File: src/hw/ppd_pkg.sv
package ppd_pkg;
    // Entry layout
    localparam int ENTRY_W = 512;
    localparam int RSVD_HI_LSB = 336;
    localparam int RSVD_HI_W = ENTRY_W - RSVD_HI_LSB;
    localparam int TAG_LSB = 320;
    localparam int TAG_W = 16;
    localparam int SEG_LSB = 256;
    localparam int SEG_W = 64;
    localparam int SEG_RSVD_LSB = 3;
    localparam int SEG_RSVD_W = 9;
    localparam int PFD_BIT = 2;
    localparam int SIZE_LSB = 0;
    localparam int SIZE_W = 2;
    localparam int ROOT_LSB = 12;
    localparam int ROOT_W = 40;
    localparam int ROOT_ENTRY_LSB = SEG_LSB + ROOT_LSB;
    localparam int MAX_HOST_AW = 52;
    localparam int ADDR_W = 64;
    localparam int BASE_ADDR_BITS = 49;
    localparam int WIDTH_W = 7;

    // APB map
    localparam logic [11:0] OFS_CFG = 12'h000;
    localparam logic [11:0] OFS_STATUS = 12'h004;
    localparam logic [11:0] OFS_TAG = 12'h008;
    localparam logic [11:0] OFS_ROOT_LO = 12'h00c;
    localparam logic [11:0] OFS_ROOT_HI = 12'h010;

    // Config fields and reset values
    localparam int CFG_HOST_AW_LSB = 0;
    localparam int CFG_HOST_AW_W = 6;
    localparam int CFG_TAGW_LSB = 8;
    localparam int CFG_TAGW_W = 5;
    localparam logic [5:0] HOST_AW_RESET = 6'h34;
    localparam logic [4:0] TAGW_RESET = 5'h10;

    // Status fields
    localparam int ST_FAULT = 0;
    localparam int ST_DENY = 1;
    localparam int ST_ACTIVE = 2;
    localparam int ST_PFD = 3;
    localparam int ST_SIZE_LSB = 4;
endpackage

File: src/hw/ppd_check.sv
`timescale 1ns/1ps
module ppd_check (
    // Clock and reset
    input wire logic i_clk,
    input wire logic i_rst_n,
    // Translated request
    input wire logic i_req_valid,
    input wire logic [ppd_pkg::ADDR_W-1:0] i_addr,
    // Decoded entry state
    input wire logic [ppd_pkg::SIZE_W-1:0] i_size,
    input wire logic i_active,
    input wire logic i_fault,
    // Verdict
    output logic o_done,
    output logic o_allowed
);
    logic [ppd_pkg::WIDTH_W-1:0] limit_bits;
    logic over;

    // Each size code adds one address bit above the base
    assign limit_bits = ppd_pkg::WIDTH_W'(ppd_pkg::BASE_ADDR_BITS) + ppd_pkg::WIDTH_W'(i_size);
    assign over = |(i_addr >> limit_bits);

    always_ff @(posedge i_clk or negedge i_rst_n) begin
        if (!i_rst_n) begin
            o_done <= 1'b0;
            o_allowed <= 1'b0;
        end else begin
            o_done <= i_req_valid;
            // A faulty entry blocks everything; no bound applies when permissions are off
            o_allowed <= i_req_valid & ~i_fault & ~(i_active & over);
        end
    end
endmodule

File: src/hw/ppd_decode.sv
// Implementation choices: the register offsets and the APB interface to the registers.
`timescale 1ns/1ps
// Function
// - With permission tables unsupported, every permission field is reserved and must be zero.
// - The domain tag is taken from entry bits 335:320.
// - Cache entries derived from the entry are labelled with the domain tag.
// - Tag bits above the configured tag width are reserved.
// - The table root is taken from bits host_addr_width+255:268.
// - With the context permission enable clear, tag, root, prefetch and size are ignored.
// - Bit 258 set forbids prefetching after a serviced translation; clear permits it.
// - Bits 257:256 give the table size code, 4KB through 32KB.
module ppd_decode (
    // Clock and reset
    input wire logic i_mclk,
    input wire logic i_reset_n,
    // APB slave
    input wire logic i_psel,
    input wire logic i_penable,
    input wire logic i_pwrite,
    input wire logic [11:0] i_paddr,
    input wire logic [31:0] i_pwdata,
    output logic [31:0] o_prdata,
    output logic o_pready,
    output logic o_pslverr,
    // Capability and context
    input wire logic i_perm_tables_supported,
    input wire logic i_ctx_perm_enable,
    // Entry from memory
    input wire logic i_entry_valid,
    input wire logic [ppd_pkg::ENTRY_W-1:0] i_entry,
    // Decoded fields
    output logic o_dec_valid,
    output logic o_perm_active,
    output logic o_entry_fault,
    output logic [ppd_pkg::TAG_W-1:0] o_perm_domain_tag,
    output logic [ppd_pkg::ROOT_W-1:0] o_perm_table_root,
    output logic o_perm_prefetch_inhibit,
    output logic [ppd_pkg::SIZE_W-1:0] o_perm_table_size,
    // Translated request check
    input wire logic i_xlat_valid,
    input wire logic [ppd_pkg::ADDR_W-1:0] i_xlat_addr,
    output logic o_xlat_done,
    output logic o_xlat_allowed,
    // Prefetch after a serviced translation
    input wire logic i_xlat_serviced,
    output logic o_prefetch_req
);
    function automatic logic [63:0] low_mask(input logic [ppd_pkg::WIDTH_W-1:0] n);
        low_mask = (n >= 7'h40) ? 64'hffffffffffffffff : ((64'h1 << n) - 64'h1);
    endfunction

    logic rst_meta;
    logic rst_n;
    logic [ppd_pkg::CFG_HOST_AW_W-1:0] cfg_host_aw;
    logic [ppd_pkg::CFG_TAGW_W-1:0] cfg_tagw;
    logic fault_sticky;
    logic deny_sticky;
    logic [31:0] next_prdata;
    logic next_slverr;
    logic wr_en;
    logic [ppd_pkg::SEG_W-1:0] seg;
    logic [63:0] host_aw_mask;
    logic [63:0] tag_mask;
    logic [63:0] root_full;
    logic [ppd_pkg::TAG_W-1:0] raw_tag;
    logic [ppd_pkg::TAG_W-1:0] tag_mask16;
    logic [ppd_pkg::ROOT_W-1:0] root_dec;
    logic [ppd_pkg::ROOT_W-1:0] root_raw;
    logic [ppd_pkg::SIZE_W-1:0] raw_size;
    logic rsvd_top;
    logic rsvd_mid;
    logic rsvd_low;
    logic rsvd_tag;
    logic perm_fields_nz;
    logic fault_in;
    logic active_in;

    // Reset release through two flops
    always_ff @(posedge i_mclk or negedge i_reset_n) begin
        if (!i_reset_n) begin
            rst_meta <= 1'b0;
            rst_n <= 1'b0;
        end else begin
            rst_meta <= 1'b1;
            rst_n <= rst_meta;
        end
    end

    // Field extraction
    assign seg = i_entry[ppd_pkg::SEG_LSB +: ppd_pkg::SEG_W];
    assign host_aw_mask = low_mask(ppd_pkg::WIDTH_W'(cfg_host_aw));
    assign tag_mask = low_mask(ppd_pkg::WIDTH_W'(cfg_tagw));
    assign tag_mask16 = tag_mask[ppd_pkg::TAG_W-1:0];
    assign raw_tag = i_entry[ppd_pkg::TAG_LSB +: ppd_pkg::TAG_W];
    assign root_full = (seg & host_aw_mask) >> ppd_pkg::ROOT_LSB;
    assign root_dec = root_full[ppd_pkg::ROOT_W-1:0];
    assign root_raw = i_entry[ppd_pkg::ROOT_ENTRY_LSB +: ppd_pkg::ROOT_W];
    assign raw_size = seg[ppd_pkg::SIZE_LSB +: ppd_pkg::SIZE_W];

    // Reserved checks; hardware flags what software should have kept clear
    assign rsvd_top = |i_entry[ppd_pkg::RSVD_HI_LSB +: ppd_pkg::RSVD_HI_W];
    assign rsvd_mid = |(seg & ~host_aw_mask);
    assign rsvd_low = |seg[ppd_pkg::SEG_RSVD_LSB +: ppd_pkg::SEG_RSVD_W];
    assign rsvd_tag = |(raw_tag & ~tag_mask16);
    assign perm_fields_nz = (|raw_tag) | (|seg);
    assign fault_in = rsvd_top | rsvd_mid | rsvd_low |
        (i_perm_tables_supported ? rsvd_tag : perm_fields_nz);
    assign active_in = i_perm_tables_supported & i_ctx_perm_enable;

    // Decode stage; fields stay until the next entry arrives
    always_ff @(posedge i_mclk or negedge rst_n) begin
        if (!rst_n) begin
            o_dec_valid <= 1'b0;
            o_perm_active <= 1'b0;
            o_entry_fault <= 1'b0;
            o_perm_domain_tag <= '0;
            o_perm_table_root <= '0;
            o_perm_prefetch_inhibit <= 1'b0;
            o_perm_table_size <= '0;
        end else begin
            o_dec_valid <= i_entry_valid;
            if (i_entry_valid) begin
                o_perm_active <= active_in;
                o_entry_fault <= fault_in;
                if (active_in) begin
                    o_perm_domain_tag <= raw_tag & tag_mask16;
                    o_perm_table_root <= root_dec;
                    o_perm_prefetch_inhibit <= seg[ppd_pkg::PFD_BIT];
                    o_perm_table_size <= raw_size;
                end else begin
                    o_perm_domain_tag <= '0;
                    o_perm_table_root <= '0;
                    o_perm_prefetch_inhibit <= 1'b0;
                    o_perm_table_size <= '0;
                end
            end
        end
    end

    // Prefetch only for a clean, active entry with prefetch not inhibited
    always_ff @(posedge i_mclk or negedge rst_n) begin
        if (!rst_n) begin
            o_prefetch_req <= 1'b0;
        end else begin
            o_prefetch_req <= i_xlat_serviced & ~i_entry_valid & o_perm_active &
                ~o_entry_fault & ~o_perm_prefetch_inhibit;
        end
    end

    ppd_check u_check (
        .i_clk(i_mclk),
        .i_rst_n(rst_n),
        .i_req_valid(i_xlat_valid),
        .i_addr(i_xlat_addr),
        .i_size(o_perm_table_size),
        .i_active(o_perm_active),
        .i_fault(o_entry_fault),
        .o_done(o_xlat_done),
        .o_allowed(o_xlat_allowed)
    );

    // APB: zero wait states, ready is raised in the access cycle
    assign wr_en = i_psel & i_penable & i_pwrite & o_pready;

    always_comb begin
        next_prdata = 32'h00000000;
        next_slverr = 1'b0;
        case (i_paddr)
            ppd_pkg::OFS_CFG: begin
                next_prdata[ppd_pkg::CFG_HOST_AW_LSB +: ppd_pkg::CFG_HOST_AW_W] = cfg_host_aw;
                next_prdata[ppd_pkg::CFG_TAGW_LSB +: ppd_pkg::CFG_TAGW_W] = cfg_tagw;
            end
            ppd_pkg::OFS_STATUS: begin
                next_prdata[ppd_pkg::ST_FAULT] = fault_sticky;
                next_prdata[ppd_pkg::ST_DENY] = deny_sticky;
                next_prdata[ppd_pkg::ST_ACTIVE] = o_perm_active;
                next_prdata[ppd_pkg::ST_PFD] = o_perm_prefetch_inhibit;
                next_prdata[ppd_pkg::ST_SIZE_LSB +: ppd_pkg::SIZE_W] = o_perm_table_size;
            end
            ppd_pkg::OFS_TAG: next_prdata[ppd_pkg::TAG_W-1:0] = o_perm_domain_tag;
            ppd_pkg::OFS_ROOT_LO: next_prdata = o_perm_table_root[31:0];
            ppd_pkg::OFS_ROOT_HI: next_prdata[ppd_pkg::ROOT_W-33:0] =
                o_perm_table_root[ppd_pkg::ROOT_W-1:32];
            default: next_slverr = 1'b1;
        endcase
    end

    always_ff @(posedge i_mclk or negedge rst_n) begin
        if (!rst_n) begin
            o_pready <= 1'b0;
            o_prdata <= 32'h00000000;
            o_pslverr <= 1'b0;
        end else begin
            o_pready <= i_psel & ~i_penable;
            o_pslverr <= i_psel & ~i_penable & next_slverr;
            o_prdata <= (i_psel & ~i_penable & ~i_pwrite) ? next_prdata : 32'h00000000;
        end
    end

    // Widths beyond what the decoder can hold are clamped, not wrapped
    always_ff @(posedge i_mclk or negedge rst_n) begin
        if (!rst_n) begin
            cfg_host_aw <= ppd_pkg::HOST_AW_RESET;
            cfg_tagw <= ppd_pkg::TAGW_RESET;
        end else if (wr_en && i_paddr == ppd_pkg::OFS_CFG) begin
            cfg_host_aw <= (i_pwdata[ppd_pkg::CFG_HOST_AW_LSB +: ppd_pkg::CFG_HOST_AW_W] >
                ppd_pkg::HOST_AW_RESET) ? ppd_pkg::HOST_AW_RESET :
                i_pwdata[ppd_pkg::CFG_HOST_AW_LSB +: ppd_pkg::CFG_HOST_AW_W];
            cfg_tagw <= (i_pwdata[ppd_pkg::CFG_TAGW_LSB +: ppd_pkg::CFG_TAGW_W] >
                ppd_pkg::TAGW_RESET) ? ppd_pkg::TAGW_RESET :
                i_pwdata[ppd_pkg::CFG_TAGW_LSB +: ppd_pkg::CFG_TAGW_W];
        end
    end

    // Sticky flags, write one to clear; a new event beats the clear
    always_ff @(posedge i_mclk or negedge rst_n) begin
        if (!rst_n) begin
            fault_sticky <= 1'b0;
            deny_sticky <= 1'b0;
        end else begin
            fault_sticky <= (i_entry_valid & fault_in) | (fault_sticky &
                ~(wr_en & (i_paddr == ppd_pkg::OFS_STATUS) & i_pwdata[ppd_pkg::ST_FAULT]));
            deny_sticky <= (o_xlat_done & ~o_xlat_allowed) | (deny_sticky &
                ~(wr_en & (i_paddr == ppd_pkg::OFS_STATUS) & i_pwdata[ppd_pkg::ST_DENY]));
        end
    end
endmodule

File: config.mk
export PLATFORM = sky130hd
export DESIGN_NAME = ppd_decode
export DESIGN_NICKNAME = d
export VERILOG_FILES = /design/src/hw/ppd_pkg.sv /design/src/hw/ppd_check.sv /design/src/hw/ppd_decode.sv
export SDC_FILE = /design/constraint.sdc
export NUM_CORES = 1
export LEC_CHECK = 0
export BUFFER_PORTS_ARGS = -buffer_cell sky130_fd_sc_hd__clkbuf_2
export CORE_AREA = 2 2 286 288
export DETAILED_ROUTE_END_ITERATION = 8
export DIE_AREA = 0 0 288 290
export GPL_TIMING_DRIVEN = 0
export MAX_ROUTING_LAYER = met4
export PLACE_DENSITY_LB_ADDON = 0.1
export SYNTH_ARGS = -nofsm -noshare
export SYNTH_HDL_FRONTEND = slang
export SYNTH_SLANG_ARGS = --single-unit
export TNS_END_PERCENT = 30
File: constraint.sdc
create_clock -name i_mclk -period 3.3 [get_ports i_mclk]
set_clock_uncertainty 0.2 [all_clocks]
set_input_delay 0.495 -clock i_mclk [delete_from_list [all_inputs] [get_ports i_mclk]]
set_output_delay 0.495 -clock i_mclk [all_outputs]
set_load 0.05 [all_outputs]
==> impl_metrics.ini <==
[logic_synthesis]
synth-simple-area-share = 0.254
muxShareOfSynthArea = 0.0249
synth_top_family_by_area = simple AND/OR/NAND/NOR gates
async_flop_share = 1.00
seq_area_frac_synth = 0.412
synth_cell_type_count = 68
netlist_top_cells_area = dfrtp_1 (40%), nor4_1 (6.4%), a32o_1 (4.9%)
synth_area_leader_cell = dfrtp_1
yosysWarnings = 0
synth-seq-cells = 114
syn_avg_cell_area_um2 = 8.71
synth_edf_count = 0
syn_inst = 797
synthFlopType = dfrtp_1
syn_area_um2 = 6940
synth-xor-area-share = 0.00757
synth_compound_area_frac = 0.249
synth_fa_ha_area_frac = 0.00649
syn_nets = 1429
netlist.area_leader.share = 0.396

[placed_design]
dp_hpwl_mm = 53.3
place_congestion = 0.881
dp.cells = 2262
portBuffers = 402

[final_layout]
finalNonFillerCells = 2320
drive_gt1_frac = 0.418
final_util = 0.141
seqCellArea_um2 = 2870
multi_input_area_um2 = 3890
final_cell_mix = clkbuf_2 (411), dfrtp_1 (106), nand2_1 (79)
n_fill_cell = 9338
layout_commonest_cell = clkbuf_2
nets = 1864
syn_to_final_growth_pct = 63.0

[run_status]
status = finished, violations left
failed_checks = setup timing

[routing]
via_per_inst = 3.80
wl_met3_mm = 4.19
wirelength_mm = 62.6
drc = 0
wl_met1_mm = 28.7
drt-pass1-iter-count = 8
dr_wl_met2_mm = 28.8
num_vias = 8812
wl_per_cell_um = 27.0
top_layer_used = met4
ant_nets = 0
drt_iter0_markers = 626

[timing]
maxSlewViolCount = 0
worst_pin_slew_ps = 1110
fmax_mhz = 247
fin_crit_ps = 4050
period_share = 1.23
hold_viol_final = 0
grt_setup_unrepaired = yes
final.setup.worst_slack_ps = -751
slew_headroom = 0.259
setup_violations = 2

[global_routing]
first_global_vias = 9303
gr-usage-all-layers = 0.153
grt-ovfl-total = 0
grt_max_degree = 45
antenna_found_initial = 17
grt_pass1_wl_mm = 84.0

[worst_setup_path]
worst_ep_arrival_time_ps = 4160
reg2reg_from = cfg_host_aw[4]
regToRegEndpoint = fault_sticky
path_max_fanout = 10
path_common_cell = buf_4
slowest_stage = or4_4
slowest_delay_ps = 580
cp_data_required_time_ps = 3410
worst_setup_path_start_kind = flop
critPathLaunch = cfg_host_aw[4]
r2r_setup_slack_ps = -750
crit_chain = or4_4 > nor2_4 > nand2_2 > ha_4 > clkbuf_8 > buf_4 > or4_1 > a211oi_1 > nor3_1 > a32o_1 > nor2_2 > nand4_1 > nor4_4 > buf_4 > o21ai_2
worstSetupEndpointType = flop
reg2reg_depth = 15
crit_type = reg2reg

[die]
fp.coreArea_um2 = 80200
start_util = 0.0866
core.rowCount = 104
die_w_um = 288
dieHeight_um = 290
io_pins = 729
dieArea_um2 = 83500

[power_and_ir_drop]
ir_drop_mv = 0.415
leakagePower_nw = 4.96
power.density_nw_per_um2 = 351
power_mw = 3.98

[clock_tree]
root_buffer = clkbuf_16
cts_inserted_buffers = 17
clk_latency_ps = 460
cts.sinks = 114
cts_tree = built
htreeDepth = 4
path_clk_slew_ps = 60
clock_path_buffers = 2

[min_path]
hold_start = i_pwdata[10]
whs_endpoint = cfg_tagw[2]
holdPathStages = 3
holdCritPathClass = in2reg

[flow_run]
cap_violations = 0
## flip-flops by register name, summed over array words and instances, names as in the netlist, 2 cells and up
| register | flops |
|---|---|
| o_perm_table_root | 40 |
| o_prdata | 32 |
| o_perm_domain_tag | 16 |
| cfg_host_aw | 6 |
| cfg_tagw | 5 |
| o_perm_table_size | 2 |
## routing by layer
layer / global-route usage / vias up
li1: - / 4000
met1: 0.198 / 4391
met2: 0.238 / 380
met3: 0.0395 / 41
met4: 0.0297 / 0
met5: - / -
## Yosys cell counts (all sizes together) (17+ instances only)
master   number
dfrtp       110
nand2        81
nor4         72
o21ai        57
nor2         55
clkbuf       48
a21oi        44
a32o         34
inv          24
nand4        24
nand3        22
and3         19
o2bb2ai      18
nor3         17
## cell type report
| cell class | count | area share |
|---|---|---|
| clock buffers | 20 | 0.0395 |
| multi-input cells | 602 | 0.344 |
| flip-flops and latches | 114 | 0.253 |
| plain buffers | 51 | 0.0227 |
| clock inverters | 12 | 0.0159 |
| diodes | 15 | 0.00332 |
| well taps | 1060 | 0.117 |
| repair buffers | 420 | 0.195 |
| inverters | 26 | 0.00884 |
## critical path, delay by kind of cell (launching register included)
kind	cells	cell delay, ps
AND/OR/NAND/NOR	8	1910
AO/OA/AOI/OAI	3	640
buffers and inverters	3	570
flip-flops	1	390
adder cells (fa/ha/maj)	1	190
## power breakdown
part	internal, mW	switching (mW)
registers	1.41	0.0199
clock network	1.29	0.797
logic	0.178	0.290
## metrics by stage
step                      area, µm²  hold WS (ps)  setup WS [ps]  setup TNS (ps)
after global placement        10300          83.5          -2600          -30740
after floorplan                6980        -0.591           -425            -837
final                         11300          75.2           -751           -1490
after global routing          11300          85.1           -872           -1720
after detailed placement      10400          85.9          -2430          -24250
after CTS                     11200          53.0           -882           -1740
## cells by family after synthesis
logic type | after synthesis
other cells | 1
mux | 16
fa+ha+maj | 4
simple gates | 335
buf+inv | 81
compound gates | 240
xor+xnor | 6
flops | 114
## worst max-delay path by stage
stage	end	slack, ps
6_report	fault_sticky	-750
5_1_grt	fault_sticky	-870
2_1_floorplan	o_entry_fault	-420
4_1_cts	fault_sticky	-880
3_5_place_dp	o_entry_fault	-2430
3_3_place_gp	o_entry_fault	-2600
## timing repair
action	4_1_cts	5_1_grt
endpoints found under the hold margin	3	0
pin swaps	10	9
setup buffers	6	7
endpoints found under the setup margin	23	10
gates resized for setup	39	23
hold buffers	2	0
(Power assumes the default switching activity.)
